==> src/hw/bsf_params.svh <==
// offsets, field positions, reset values, tag codes and edge counts of the sample buffer block
`ifndef BSF_PARAMS_SVH
`define BSF_PARAMS_SVH
`define BSF_OFF_CTRL 5'h00
`define BSF_OFF_THRESH 5'h04
`define BSF_OFF_CMD 5'h08
`define BSF_OFF_STATUS 5'h0c
`define BSF_OFF_HEAD 5'h10
`define BSF_CTRL_TARGET_BIT 0
`define BSF_CTRL_BURST_BIT 1
`define BSF_CTRL_RESET 2'h0
`define BSF_THR_ECG_LSB 0
`define BSF_THR_BIOZ_LSB 8
`define BSF_THR_ECG_RESET 5'h00
`define BSF_THR_BIOZ_RESET 3'h0
`define BSF_CMD_CLEAR_BIT 0
`define BSF_CMD_RESYNC_BIT 1
`define BSF_ST_ECG_INT_BIT 0
`define BSF_ST_ECG_OVF_BIT 1
`define BSF_ST_BIOZ_INT_BIT 2
`define BSF_ST_BIOZ_OVF_BIT 3
`define BSF_ST_ECG_CNT_LSB 8
`define BSF_ST_BIOZ_CNT_LSB 16
`define BSF_TAG_VALID 3'h0
`define BSF_TAG_FLAGGED 3'h1
`define BSF_TAG_VALID_EOF 3'h2
`define BSF_TAG_FLAGGED_EOF 3'h3
`define BSF_TAG_EMPTY 3'h6
`define BSF_TAG_OVERFLOW 3'h7
`define BSF_PACE_NONE 3'h7
`define BSF_PACE_LAST_GROUP 3'h5
`define BSF_FIRST_WORD_EDGES 6'h20
`define BSF_BURST_WORD_EDGES 6'h18
`define BSF_BURST_MAX_WORDS 6'h20
`endif

==> src/hw/bsf_pkg.sv <==
// types shared by the sample buffer block
package bsf_pkg;
  typedef enum logic [1:0]
  {
    BSF_LK_IDLE = 2'b00,
    BSF_LK_FIRST = 2'b01,
    BSF_LK_BURST = 2'b11,
    BSF_LK_DONE = 2'b10
  } bsf_link_e;
  typedef logic [2:0] bsf_tag_t;
endpackage : bsf_pkg

==> src/hw/bsf_sample_fifo.sv <==
// ecg and bioimpedance sample buffers with tagging, serial-clock read advance and avalon-mm registers
`include "bsf_params.svh"
module bsf_sample_fifo #(
  parameter int ECG_DEPTH = 32,
  parameter int BIOZ_DEPTH = 8
) (
  input wire logic clk_sys,
  input wire logic reset_n,
  input wire logic [4:0] avs_address,
  input wire logic avs_read,
  input wire logic avs_write,
  input wire logic [31:0] avs_writedata,
  output logic [31:0] avs_readdata,
  output logic avs_waitrequest,
  input wire logic spi_sclk,
  input wire logic spi_csb_n,
  input wire logic ecg_sample_valid,
  input wire logic [17:0] ecg_sample_data,
  input wire logic ecg_sample_fast,
  input wire logic ecg_pace_hit,
  input wire logic [2:0] ecg_pace_group,
  input wire logic bioz_sample_valid,
  input wire logic [19:0] bioz_sample_data,
  input wire logic bioz_out_of_range,
  output logic [23:0] head_word,
  output logic ecg_fill_interrupt,
  output logic ecg_overrun_flag,
  output logic bioz_fill_interrupt,
  output logic bioz_overrun_flag,
  output logic channel_resync_command
);
  localparam int EPW = $clog2(ECG_DEPTH);
  localparam int ECW = $clog2(ECG_DEPTH + 1);
  localparam int BPW = $clog2(BIOZ_DEPTH);
  localparam int BCW = $clog2(BIOZ_DEPTH + 1);
  // one status code scheme serves both buffers; overflow outranks empty
  function automatic bsf_pkg::bsf_tag_t status_tag(input logic ovf, input logic empty, input logic last,
                                                   input logic flagged);
    if (ovf)
      status_tag = `BSF_TAG_OVERFLOW;
    else if (empty)
      status_tag = `BSF_TAG_EMPTY;
    else if (last)
      status_tag = flagged ? `BSF_TAG_FLAGGED_EOF : `BSF_TAG_VALID_EOF;
    else
      status_tag = flagged ? `BSF_TAG_FLAGGED : `BSF_TAG_VALID;
  endfunction : status_tag
  // register bus
  logic wait_q;
  logic [31:0] rdata_q;
  logic [1:0] ctrl_q;
  logic [4:0] ecg_fill_threshold_q;
  logic [2:0] bioz_fill_threshold_q;
  logic clear_q;
  logic resync_q;
  logic [31:0] rdata_d;
  logic req;
  logic accept;
  logic [ECW-1:0] ecg_cnt_q;
  logic [BCW-1:0] bioz_cnt_q;
  logic ecg_ovf_q;
  logic bioz_ovf_q;
  logic ecg_int_q;
  logic bioz_int_q;
  logic [23:0] head_q;
  assign req = avs_read | avs_write;
  assign accept = req & ~wait_q;
  // one wait cycle per request, then a single cycle with waitrequest low
  always_ff @(posedge clk_sys or negedge reset_n)
  begin
    if (!reset_n)
      wait_q <= 1'b1;
    else
      wait_q <= ~(req & wait_q);
  end
  always_comb
  begin
    rdata_d = 32'h0000_0000;
    unique case (avs_address)
      `BSF_OFF_CTRL:
        rdata_d[1:0] = ctrl_q;
      `BSF_OFF_THRESH:
      begin
        rdata_d[`BSF_THR_ECG_LSB +: 5] = ecg_fill_threshold_q;
        rdata_d[`BSF_THR_BIOZ_LSB +: 3] = bioz_fill_threshold_q;
      end
      `BSF_OFF_STATUS:
      begin
        rdata_d[`BSF_ST_ECG_INT_BIT] = ecg_int_q;
        rdata_d[`BSF_ST_ECG_OVF_BIT] = ecg_ovf_q;
        rdata_d[`BSF_ST_BIOZ_INT_BIT] = bioz_int_q;
        rdata_d[`BSF_ST_BIOZ_OVF_BIT] = bioz_ovf_q;
        rdata_d[`BSF_ST_ECG_CNT_LSB +: ECW] = ecg_cnt_q;
        rdata_d[`BSF_ST_BIOZ_CNT_LSB +: BCW] = bioz_cnt_q;
      end
      `BSF_OFF_HEAD:
        rdata_d[23:0] = head_q;
      default:
        rdata_d = 32'h0000_0000;
    endcase
  end
  always_ff @(posedge clk_sys or negedge reset_n)
  begin
    if (!reset_n)
      rdata_q <= 32'h0000_0000;
    else if (avs_read && wait_q)
      rdata_q <= rdata_d;
  end
  // thresholds hold the count minus one, so every code is a legal 1..N threshold
  always_ff @(posedge clk_sys or negedge reset_n)
  begin
    if (!reset_n)
    begin
      ctrl_q <= `BSF_CTRL_RESET;
      ecg_fill_threshold_q <= `BSF_THR_ECG_RESET;
      bioz_fill_threshold_q <= `BSF_THR_BIOZ_RESET;
    end
    else if (accept && avs_write && avs_address == `BSF_OFF_CTRL)
      ctrl_q <= avs_writedata[1:0];
    else if (accept && avs_write && avs_address == `BSF_OFF_THRESH)
    begin
      ecg_fill_threshold_q <= avs_writedata[`BSF_THR_ECG_LSB +: 5];
      bioz_fill_threshold_q <= avs_writedata[`BSF_THR_BIOZ_LSB +: 3];
    end
  end
  // command strobes last one cycle
  always_ff @(posedge clk_sys or negedge reset_n)
  begin
    if (!reset_n)
    begin
      clear_q <= 1'b0;
      resync_q <= 1'b0;
    end
    else
    begin
      clear_q <= accept & avs_write & (avs_address == `BSF_OFF_CMD) & avs_writedata[`BSF_CMD_CLEAR_BIT];
      resync_q <= accept & avs_write & (avs_address == `BSF_OFF_CMD) & avs_writedata[`BSF_CMD_RESYNC_BIT];
    end
  end
  // serial clock sampling: only the second stage and its delayed copy feed logic
  logic sclk_s1_q;
  logic sclk_s2_q;
  logic sclk_s3_q;
  logic csb_s1_q;
  logic csb_s2_q;
  logic sclk_rise;
  bsf_pkg::bsf_link_e link_q;
  logic [5:0] edge_cnt_q;
  logic [5:0] word_cnt_q;
  logic advance_q;
  logic frame_limit;
  always_ff @(posedge clk_sys or negedge reset_n)
  begin
    if (!reset_n)
    begin
      sclk_s1_q <= 1'b0;
      sclk_s2_q <= 1'b0;
      sclk_s3_q <= 1'b0;
      csb_s1_q <= 1'b1;
      csb_s2_q <= 1'b1;
    end
    else
    begin
      sclk_s1_q <= spi_sclk;
      sclk_s2_q <= sclk_s1_q;
      sclk_s3_q <= sclk_s2_q;
      csb_s1_q <= spi_csb_n;
      csb_s2_q <= csb_s1_q;
    end
  end
  assign sclk_rise = sclk_s2_q & ~sclk_s3_q & ~csb_s2_q;
  assign frame_limit = (link_q == bsf_pkg::BSF_LK_FIRST) ? (edge_cnt_q == `BSF_FIRST_WORD_EDGES - 6'h01)
                                                          : (edge_cnt_q == `BSF_BURST_WORD_EDGES - 6'h01);
  always_ff @(posedge clk_sys or negedge reset_n)
  begin
    if (!reset_n)
    begin
      link_q <= bsf_pkg::BSF_LK_IDLE;
      edge_cnt_q <= 6'h00;
      word_cnt_q <= 6'h00;
      advance_q <= 1'b0;
    end
    else
    begin
      advance_q <= 1'b0;
      if (csb_s2_q)
      begin
        link_q <= bsf_pkg::BSF_LK_IDLE;
        edge_cnt_q <= 6'h00;
        word_cnt_q <= 6'h00;
      end
      else
      begin
        unique case (link_q)
          bsf_pkg::BSF_LK_IDLE:
            link_q <= bsf_pkg::BSF_LK_FIRST;
          bsf_pkg::BSF_LK_FIRST, bsf_pkg::BSF_LK_BURST:
          begin
            if (sclk_rise && frame_limit)
            begin
              advance_q <= 1'b1;
              edge_cnt_q <= 6'h00;
              word_cnt_q <= word_cnt_q + 6'h01;
              if (!ctrl_q[`BSF_CTRL_BURST_BIT] || word_cnt_q == `BSF_BURST_MAX_WORDS - 6'h01)
                link_q <= bsf_pkg::BSF_LK_DONE;
              else
                link_q <= bsf_pkg::BSF_LK_BURST;
            end
            else if (sclk_rise)
              edge_cnt_q <= edge_cnt_q + 6'h01;
          end
          bsf_pkg::BSF_LK_DONE:
            link_q <= bsf_pkg::BSF_LK_DONE;
        endcase
      end
    end
  end
  // buffers
  logic [21:0] ecg_mem [ECG_DEPTH];
  logic [20:0] bioz_mem [BIOZ_DEPTH];
  logic [EPW-1:0] ecg_wr_q;
  logic [EPW-1:0] ecg_rd_q;
  logic [BPW-1:0] bioz_wr_q;
  logic [BPW-1:0] bioz_rd_q;
  logic flush;
  logic ecg_pop;
  logic bioz_pop;
  logic ecg_full;
  logic bioz_full;
  logic ecg_store;
  logic bioz_store;
  logic [2:0] pace_code;
  logic [21:0] ecg_head;
  logic [20:0] bioz_head;
  assign flush = clear_q | resync_q;
  assign ecg_pop = advance_q & ~ctrl_q[`BSF_CTRL_TARGET_BIT] & (ecg_cnt_q != '0);
  assign bioz_pop = advance_q & ctrl_q[`BSF_CTRL_TARGET_BIT] & (bioz_cnt_q != '0);
  assign ecg_full = ecg_cnt_q == ECW'(ECG_DEPTH);
  assign bioz_full = bioz_cnt_q == BCW'(BIOZ_DEPTH);
  // a full buffer drops the new sample rather than overwrite the unread head
  assign ecg_store = ecg_sample_valid & (~ecg_full | ecg_pop);
  assign bioz_store = bioz_sample_valid & (~bioz_full | bioz_pop);
  // out-of-range group falls back to none
  assign pace_code = (ecg_pace_hit && ecg_pace_group <= `BSF_PACE_LAST_GROUP) ? ecg_pace_group : `BSF_PACE_NONE;
  always_ff @(posedge clk_sys)
  begin
    if (ecg_store)
      ecg_mem[ecg_wr_q] <= {ecg_sample_data, ecg_sample_fast, pace_code};
    if (bioz_store)
      bioz_mem[bioz_wr_q] <= {bioz_sample_data, bioz_out_of_range};
  end
  always_ff @(posedge clk_sys or negedge reset_n)
  begin
    if (!reset_n)
    begin
      ecg_wr_q <= '0;
      ecg_rd_q <= '0;
      ecg_cnt_q <= '0;
    end
    else if (flush)
    begin
      ecg_wr_q <= '0;
      ecg_rd_q <= '0;
      ecg_cnt_q <= '0;
    end
    else
    begin
      ecg_wr_q <= ecg_wr_q + EPW'(ecg_store);
      ecg_rd_q <= ecg_rd_q + EPW'(ecg_pop);
      ecg_cnt_q <= ecg_cnt_q + ECW'(ecg_store) - ECW'(ecg_pop);
    end
  end
  always_ff @(posedge clk_sys or negedge reset_n)
  begin
    if (!reset_n)
    begin
      bioz_wr_q <= '0;
      bioz_rd_q <= '0;
      bioz_cnt_q <= '0;
    end
    else if (flush)
    begin
      bioz_wr_q <= '0;
      bioz_rd_q <= '0;
      bioz_cnt_q <= '0;
    end
    else
    begin
      bioz_wr_q <= bioz_wr_q + BPW'(bioz_store);
      bioz_rd_q <= bioz_rd_q + BPW'(bioz_pop);
      bioz_cnt_q <= bioz_cnt_q + BCW'(bioz_store) - BCW'(bioz_pop);
    end
  end
  // overflow stays until a flush; a flush in the overflowing cycle loses to the new overflow
  always_ff @(posedge clk_sys or negedge reset_n)
  begin
    if (!reset_n)
    begin
      ecg_ovf_q <= 1'b0;
      bioz_ovf_q <= 1'b0;
    end
    else
    begin
      ecg_ovf_q <= (ecg_sample_valid & ecg_full & ~ecg_pop) | (ecg_ovf_q & ~flush);
      bioz_ovf_q <= (bioz_sample_valid & bioz_full & ~bioz_pop) | (bioz_ovf_q & ~flush);
    end
  end
  always_ff @(posedge clk_sys or negedge reset_n)
  begin
    if (!reset_n)
    begin
      ecg_int_q <= 1'b0;
      bioz_int_q <= 1'b0;
    end
    else
    begin
      ecg_int_q <= ecg_cnt_q > ECW'(ecg_fill_threshold_q);
      bioz_int_q <= bioz_cnt_q > BCW'(bioz_fill_threshold_q);
    end
  end
  assign ecg_head = ecg_mem[ecg_rd_q];
  assign bioz_head = bioz_mem[bioz_rd_q];
  // the word the serial shifter sends next; an empty buffer sends zero data so no stale or unwritten entry leaks
  always_ff @(posedge clk_sys or negedge reset_n)
  begin
    if (!reset_n)
      head_q <= 24'h00_0000;
    else if (!ctrl_q[`BSF_CTRL_TARGET_BIT])
    begin
      head_q <= {(ecg_cnt_q == '0) ? 18'h0_0000 : ecg_head[21:4],
                 status_tag(ecg_ovf_q, ecg_cnt_q == '0, ecg_cnt_q == ECW'(1), ecg_head[3]),
                 (ecg_cnt_q == '0) ? `BSF_PACE_NONE : ecg_head[2:0]};
    end
    else
    begin
      head_q <= {(bioz_cnt_q == '0) ? 20'h0_0000 : bioz_head[20:1], 1'b0,
                 status_tag(bioz_ovf_q, bioz_cnt_q == '0, bioz_cnt_q == BCW'(1), bioz_head[0])};
    end
  end
  assign avs_readdata = rdata_q;
  assign avs_waitrequest = wait_q;
  assign head_word = head_q;
  assign ecg_fill_interrupt = ecg_int_q;
  assign ecg_overrun_flag = ecg_ovf_q;
  assign bioz_fill_interrupt = bioz_int_q;
  assign bioz_overrun_flag = bioz_ovf_q;
  assign channel_resync_command = resync_q;
endmodule : bsf_sample_fifo

==> config.mk <==
export PLATFORM = sky130hd
export DESIGN_NAME = bsf_sample_fifo
export DESIGN_NICKNAME = d
export VERILOG_FILES = /design/src/hw/bsf_pkg.sv /design/src/hw/bsf_sample_fifo.sv
export VERILOG_INCLUDE_DIRS = /design/src /design/src/hw
export SDC_FILE = /design/constraint.sdc
export NUM_CORES = 1
export LEC_CHECK = 0
export BUFFER_PORTS_ARGS = -buffer_cell sky130_fd_sc_hd__buf_2
export CAP_MARGIN = 20
export CORE_MARGIN = 2
export CORE_UTILIZATION = 40
export CTS_CLUSTER_SIZE = 10
export DETAILED_ROUTE_END_ITERATION = 16
export GPL_ROUTABILITY_DRIVEN = 1
export MAX_ROUTING_LAYER = met4
export SYNTH_ARGS = -nofsm -noshare
export SYNTH_HDL_FRONTEND = slang
export SYNTH_SLANG_ARGS = --single-unit
==> constraint.sdc <==
create_clock -name clk_sys -period 3.5 [get_ports clk_sys]
set_input_delay 0.7 -clock clk_sys [delete_from_list [all_inputs] [get_ports clk_sys]]
set_output_delay 0.7 -clock clk_sys [all_outputs]
set_load 0.01 [all_outputs]
* Word level (Yosys, flattened, before mapping)
Memory sizes are Yosys's and may differ from the RTL's. Cells that the tools add are included.
Cells by class: multiplexer cells 49, eq/ne operators 15, bitwise operators 37, reductions and logical operators 21, add/subtract/negate cells 10, magnitude comparators 3
Operators with widths (count):
- 6-bit 2-to-1 mux | 8
- 3-bit 2-to-1 mux | 9
- 24-bit 2-to-1 mux | 1
- 1-bit bitwise AND | 20
- 20-bit 2-to-1 mux | 1
- 6-bit by 5-bit equality test with 1-bit output (second input constant) | 3
- 18-bit 2-to-1 mux | 1
- 1-bit 2-to-1 mux | 13
- 6-bit by 1-bit adder with 6-bit output (second input constant) | 2
- 2-bit case mux with 3 select lines | 2
- 1-bit NOT | 11
- 5-bit by 1-bit adder with 5-bit output | 2
- 5-bit by 4-bit equality test with 1-bit output (second input constant) | 2
- 2-bit 2-to-1 mux | 5
- 5-bit 2-to-1 mux | 2
- 3-bit case mux with 3 select lines | 1
- 4-bit 2-to-1 mux | 2
- 2-bit case mux with 4 select lines | 1
- 4-bit case mux with 2 select lines | 1
- 3-bit by 1-bit adder with 3-bit output | 2
- 6-bit by 1-bit adder with 6-bit output | 1
- 6-bit by 1-bit equality test with 1-bit output (second input constant) | 1
- 6-bit equality test (second input constant) | 1
- 6-bit by 5-bit > comparator with 1-bit output | 1
- 28 further kinds | 42
Word-level totals: input port bits 89, memory bits (writable) 872, register bits 111, memories 2, logic and storage cells 164
Memory list:
- ecg_mem | depth 32, bits a word 22, rd ports 1, clocked after Yosys merged registers in 0, write ports 1, line bsf_sample_fifo.sv:219 | logic [21:0] ecg_mem [ECG_DEPTH];
- bioz_mem | depth 8, bits a word 21, rd ports 1, clocked after Yosys merged registers in 0, write ports 1, line bsf_sample_fifo.sv:220 | logic [20:0] bioz_mem [BIOZ_DEPTH];

* Longest topological paths before layout
word-level depth 8, gate-level depth with buffers 17, gate-level depth less buffers 17

* Worst setup path before layout
No wires, ideal clock.
path type flip-flop to flip-flop, start register ctrl_q[0], end memory bioz_mem[0][0], enable pin, cell stages (with the launch flop) 6, data required time 3.048 ns, path slack -0.040 ns, data arrival time 3.088 ns, path buffers 1, cell sequence dfrtp_1 -> clkbuf_1 -> nand2_1 -> o211ai_1 -> nand2_1 -> nor4_1
Between the ends: cells in the longest elaborated chain, start to end 6
Ends and longest elaborated chain:
- from (decl) | line bsf_sample_fifo.sv:51 | logic [1:0] ctrl_q;
- from (signal assigned) | line bsf_sample_fifo.sv:114 | ctrl_q <= `BSF_CTRL_RESET;
- from (signal assigned) | line bsf_sample_fifo.sv:119 | ctrl_q <= avs_writedata[1:0];
- 1-bit bitwise AND (2 in series) | line bsf_sample_fifo.sv:237 | assign bioz_pop = advance_q & ctrl_q[`BSF_CTRL_TARGET_BIT] & (bioz_cnt_q != '0);
- 1-bit OR | line bsf_sample_fifo.sv:242 | assign bioz_store = bioz_sample_valid & (~bioz_full | bioz_pop);
- 1-bit bitwise AND | line bsf_sample_fifo.sv:242
- 1-bit 2-to-1 mux | line bsf_sample_fifo.sv:249 | if (bioz_store)
- 1-bit 2-to-1 mux (not written as such) | line bsf_sample_fifo.sv:250 | bioz_mem[bioz_wr_q] <= {bioz_sample_data, bioz_out_of_range};
- to (decl) | line bsf_sample_fifo.sv:220
No other way between the ends.

* Worst setup path after layout
start register ecg_cnt_q[3], end memory ecg_mem[31][14], enable pin
Between the ends: cells in the longest elaborated chain, start to end 6
Ends and longest elaborated chain:
- from (decl) | line bsf_sample_fifo.sv:59 | logic [ECW-1:0] ecg_cnt_q;
- from (signal assigned) | line bsf_sample_fifo.sv:270 | ecg_cnt_q <= ecg_cnt_q + ECW'(ecg_store) - ECW'(ecg_pop);
- 6-bit nonzero test / 6-bit equality test (equally long branches) | line bsf_sample_fifo.sv:236, bsf_sample_fifo.sv:238
- 1-bit bitwise AND / 1-bit NOT (equally long branches) | line bsf_sample_fifo.sv:236, bsf_sample_fifo.sv:241
- 1-bit OR * | line bsf_sample_fifo.sv:241 | assign ecg_store = ecg_sample_valid & (~ecg_full | ecg_pop);
- 1-bit bitwise AND * | line bsf_sample_fifo.sv:241
- 1-bit 2-to-1 mux * | line bsf_sample_fifo.sv:247 | if (ecg_store)
- 1-bit 2-to-1 mux (not written as such) * | line bsf_sample_fifo.sv:248 | ecg_mem[ecg_wr_q] <= {ecg_sample_data, ecg_sample_fast, pace_code};
- to (decl) | line bsf_sample_fifo.sv:219
Mark *: on every way between the ends. The rest lies on a longest branch, timed or not.

==> reports/results.ini <==
[yosys]
async_flop_share_pct = 11.3
ys_seq_elements = 983
synth_cell_types = 59
yosysTopAreaCell = edfxtp_1
synth_cells = 1884
synth_top_area_share_pct = 68.1
ys.flop_type = edfxtp_1
yosysSeqAreaShare_pct = 75.4
synthTopCellsByArea = edfxtp_1, mux4_2, dfrtp_1
syn_area_um2 = 38400
synth-edff-count = 872
syn_avg_cell_area_um2 = 20.4
yosys_warnings = 0

[sta]
finalSetupViolations = 0
worst_pin_slew_ps = 1000
layout_setup_ws_ps = 282
slew_violations = 0
fmax_mhz = 311
period_needed_ps = 3220
period_share_pct = 91.9
finalHoldViolCount = 0
fin_setup_tns_ps = 0
rsz0062_at_grt = no
relSlewSlack_pct = 33.1
clock_skew_ps = 26.0

[clocking]
cts_tree = yes
h-tree-depth = 3
cts_sinks = 983
path_clk_slew_ps = 50
clock_path_buffers = 3
clock_latency_ps = 680
cts_setup_buffers = 0
cts_inserted_buffers = 109
cts_root_buffer = clkbuf_16

[worst_setup_path]
crit_chain = inv_1, ha_1, and4bb_2, nor2_4, nand2_1, a21boi_2, nand3_1, buf_4, nor2_2, buf_4
critPathRequiredTime_ps = 3810
worstPathMaxFanout = 22
cp_slowest_cell = dfrtp_1
criticalPathCategory = flop to flop
rr_worst_depth = 10
crit_buf_inv = 3
path_depth = 10
critPathMaxStageDelay_ps = 440
cp-start-kind = flop
crit_path_end_kind = flop
cp.arrival_ps = 3530
critPathTopFamily = simple AND/OR/NAND/NOR gates
critPathMostFrequentCell = buf_4

[grt]
grt_pass1_vias = 19400
top_usage_layer = met2
grt_usage_pct = 18.6
grt-ovfl-total = 0
grt_use_met2_pct = 30.0
met3_usage_pct = 3.12
grt_pass1_wl_mm = 130
grt_max_degree = 49
antenna_found_initial = 11
met1_usage_pct = 24.3

[detailed_routing]
wl_per_cell_um = 25.4
wl_mm = 87.7
vias = 18800
routed_via_density = 5.44
drtPass1Iterations = 5
route.antenna.remaining_nets = 0
drc = 0
drt_iter0_drc = 1732

[pwr]
worst_ir_drop_vdd_v = 0.000372
power_density_nw_per_um2 = 607
total_power_mw = 27.1
leakagePower_nw = 14.8

[finish]
final_common_cell = edfxtp_1
multi_input_area_um2 = 8920
final_cell_mix = edfxtp_1, mux4_2, buf_2
area_growth_pct = 15.9
n_fill_cell = 7785
seq_area_um2 = 29000
nets = 2246
final_layout_size_suffix_gt1_share_pct = 28.9

[floorplan]
die_h_um = 314
dieArea_um2 = 98600
initial_core_util_pct = 40.4
ioPinCount = 151
fp.dieW_um = 314
num_rows = 113
core-area_um2 = 95200

[worst_hold_path]
hp-class = primary input to flop
whs_path_depth = 1

[placement]
hpwlAfterDp_mm = 54.9
dpl_worst_slack_ps = 338
port_buffers = 118
gp_congestion = 0.827

[status]
status = completed

[run]
max_cap_violations = 0

-- through the flow --
step	area [um^2]	hold WS [ps]	cells	utilization [%]
global route	44600	110	3454	46.8
global placement	41500	335	3276	43.6
finish	44600	139	3456	46.8
detailed placement	41500	336	3276	43.6
CTS	44500	93.2	3445	46.8
floorplan	38500	331	1891	-
-- synth_stat cells, drive strengths merged (3+ instances only) --
cell type	instances
buf	60
nand2	76
dfstp	3
a2111oi	6
xor2	13
nor3	15
a21oi	15
nand3b	6
a22oi	8
nor4	3
o22a	19
o22ai	4
nand3	13
o21ai	41
nor2	87
and3	5
edfxtp	872
o221ai	17
and2	13
nand4	6
inv	44
clkbuf	41
mux2	5
mux4	233
a31oi	4
nand2b	9
dfrtp	108
xnor2	10
mux2i	76
a311oi	3
nor2b	11
ha	32
-- per-layer routing --
layer / wire [um] / vias to the layer above
met3: 5760 / 136
met2: 43500 / 640
met1: 36400 / 9908
met4: 2000 / 0
met5: 0 / -
li1: - / 8114
-- flip-flops by register name, indices dropped and copies added, names as in the netlist, 4 cells and up --
name,flops
ecg_mem,704
bioz_mem,168
avs_readdata,24
head_word,24
ecg_cnt_q,6
edge_cnt_q,6
word_cnt_q,6
ecg_fill_threshold_q,5
ecg_rd_q,5
ecg_wr_q,5
bioz_cnt_q,4
-- power by group --
group / switching [mW] / leakage (nW) / internal (mW)
sequential: 0.459 / 9.24 / 13.8
combinational: 1.71 / 4.04 / 0.948
clock: 4.22 / 1.48 / 5.87
-- cell families after synthesis --
family | share of synthesized area, %
muxes | 15.8
buffers and inverters | 1.82
other | 0.00976
AOI/OAI and AO/OA | 2.34
xor gates and xnor gates | 0.524
DFF | 75.4
adders and majority gates | 1.15
and+or+nand+nor | 3.03
-- final timing paths --
| kind | start | endpoint | slack, ps |
|---|---|---|---|
| setup reg to reg | ecg_cnt_q[3]$_DFF_PN0_ | ecg_mem[31][14]$_DFFE_PP_ | 280 |
| hold reg to reg | sclk_s1_q$_DFF_PN0_ | sclk_s2_q$_DFF_PN0_ | 350 |
| min in group asynchronous | reset_n | avs_readdata[23]$_DFFE_PN0P_ | 570 |
| setup / recovery | ecg_cnt_q[3]$_DFF_PN0_ | ecg_mem[31][14]$_DFFE_PP_ | 280 |
| hold / removal | spi_csb_n | csb_s1_q$_DFF_PN1_ | 140 |
| max in group asynchronous | reset_n | ecg_rd_q[1]$_DFF_PN0_ | 1990 |
-- what timing repair did --
item                                   CTS  global route
setup endpoints to repair                0             0
endpoints found under the hold margin   27             0
hold buffers                             1             0
gates resized for setup                  0             0
-- area by class of cell --
type	count	share of cell area (%)
multi-input combinational	762	20.0
antenna	11	0.0618
inverter	45	0.385
tap	1265	3.55
timing repair buffer	222	4.07
clock buffer	164	6.80
sequential	983	65.0
clock inverter	4	0.101
No activity file was read; power rests on OpenSTA's default activity.
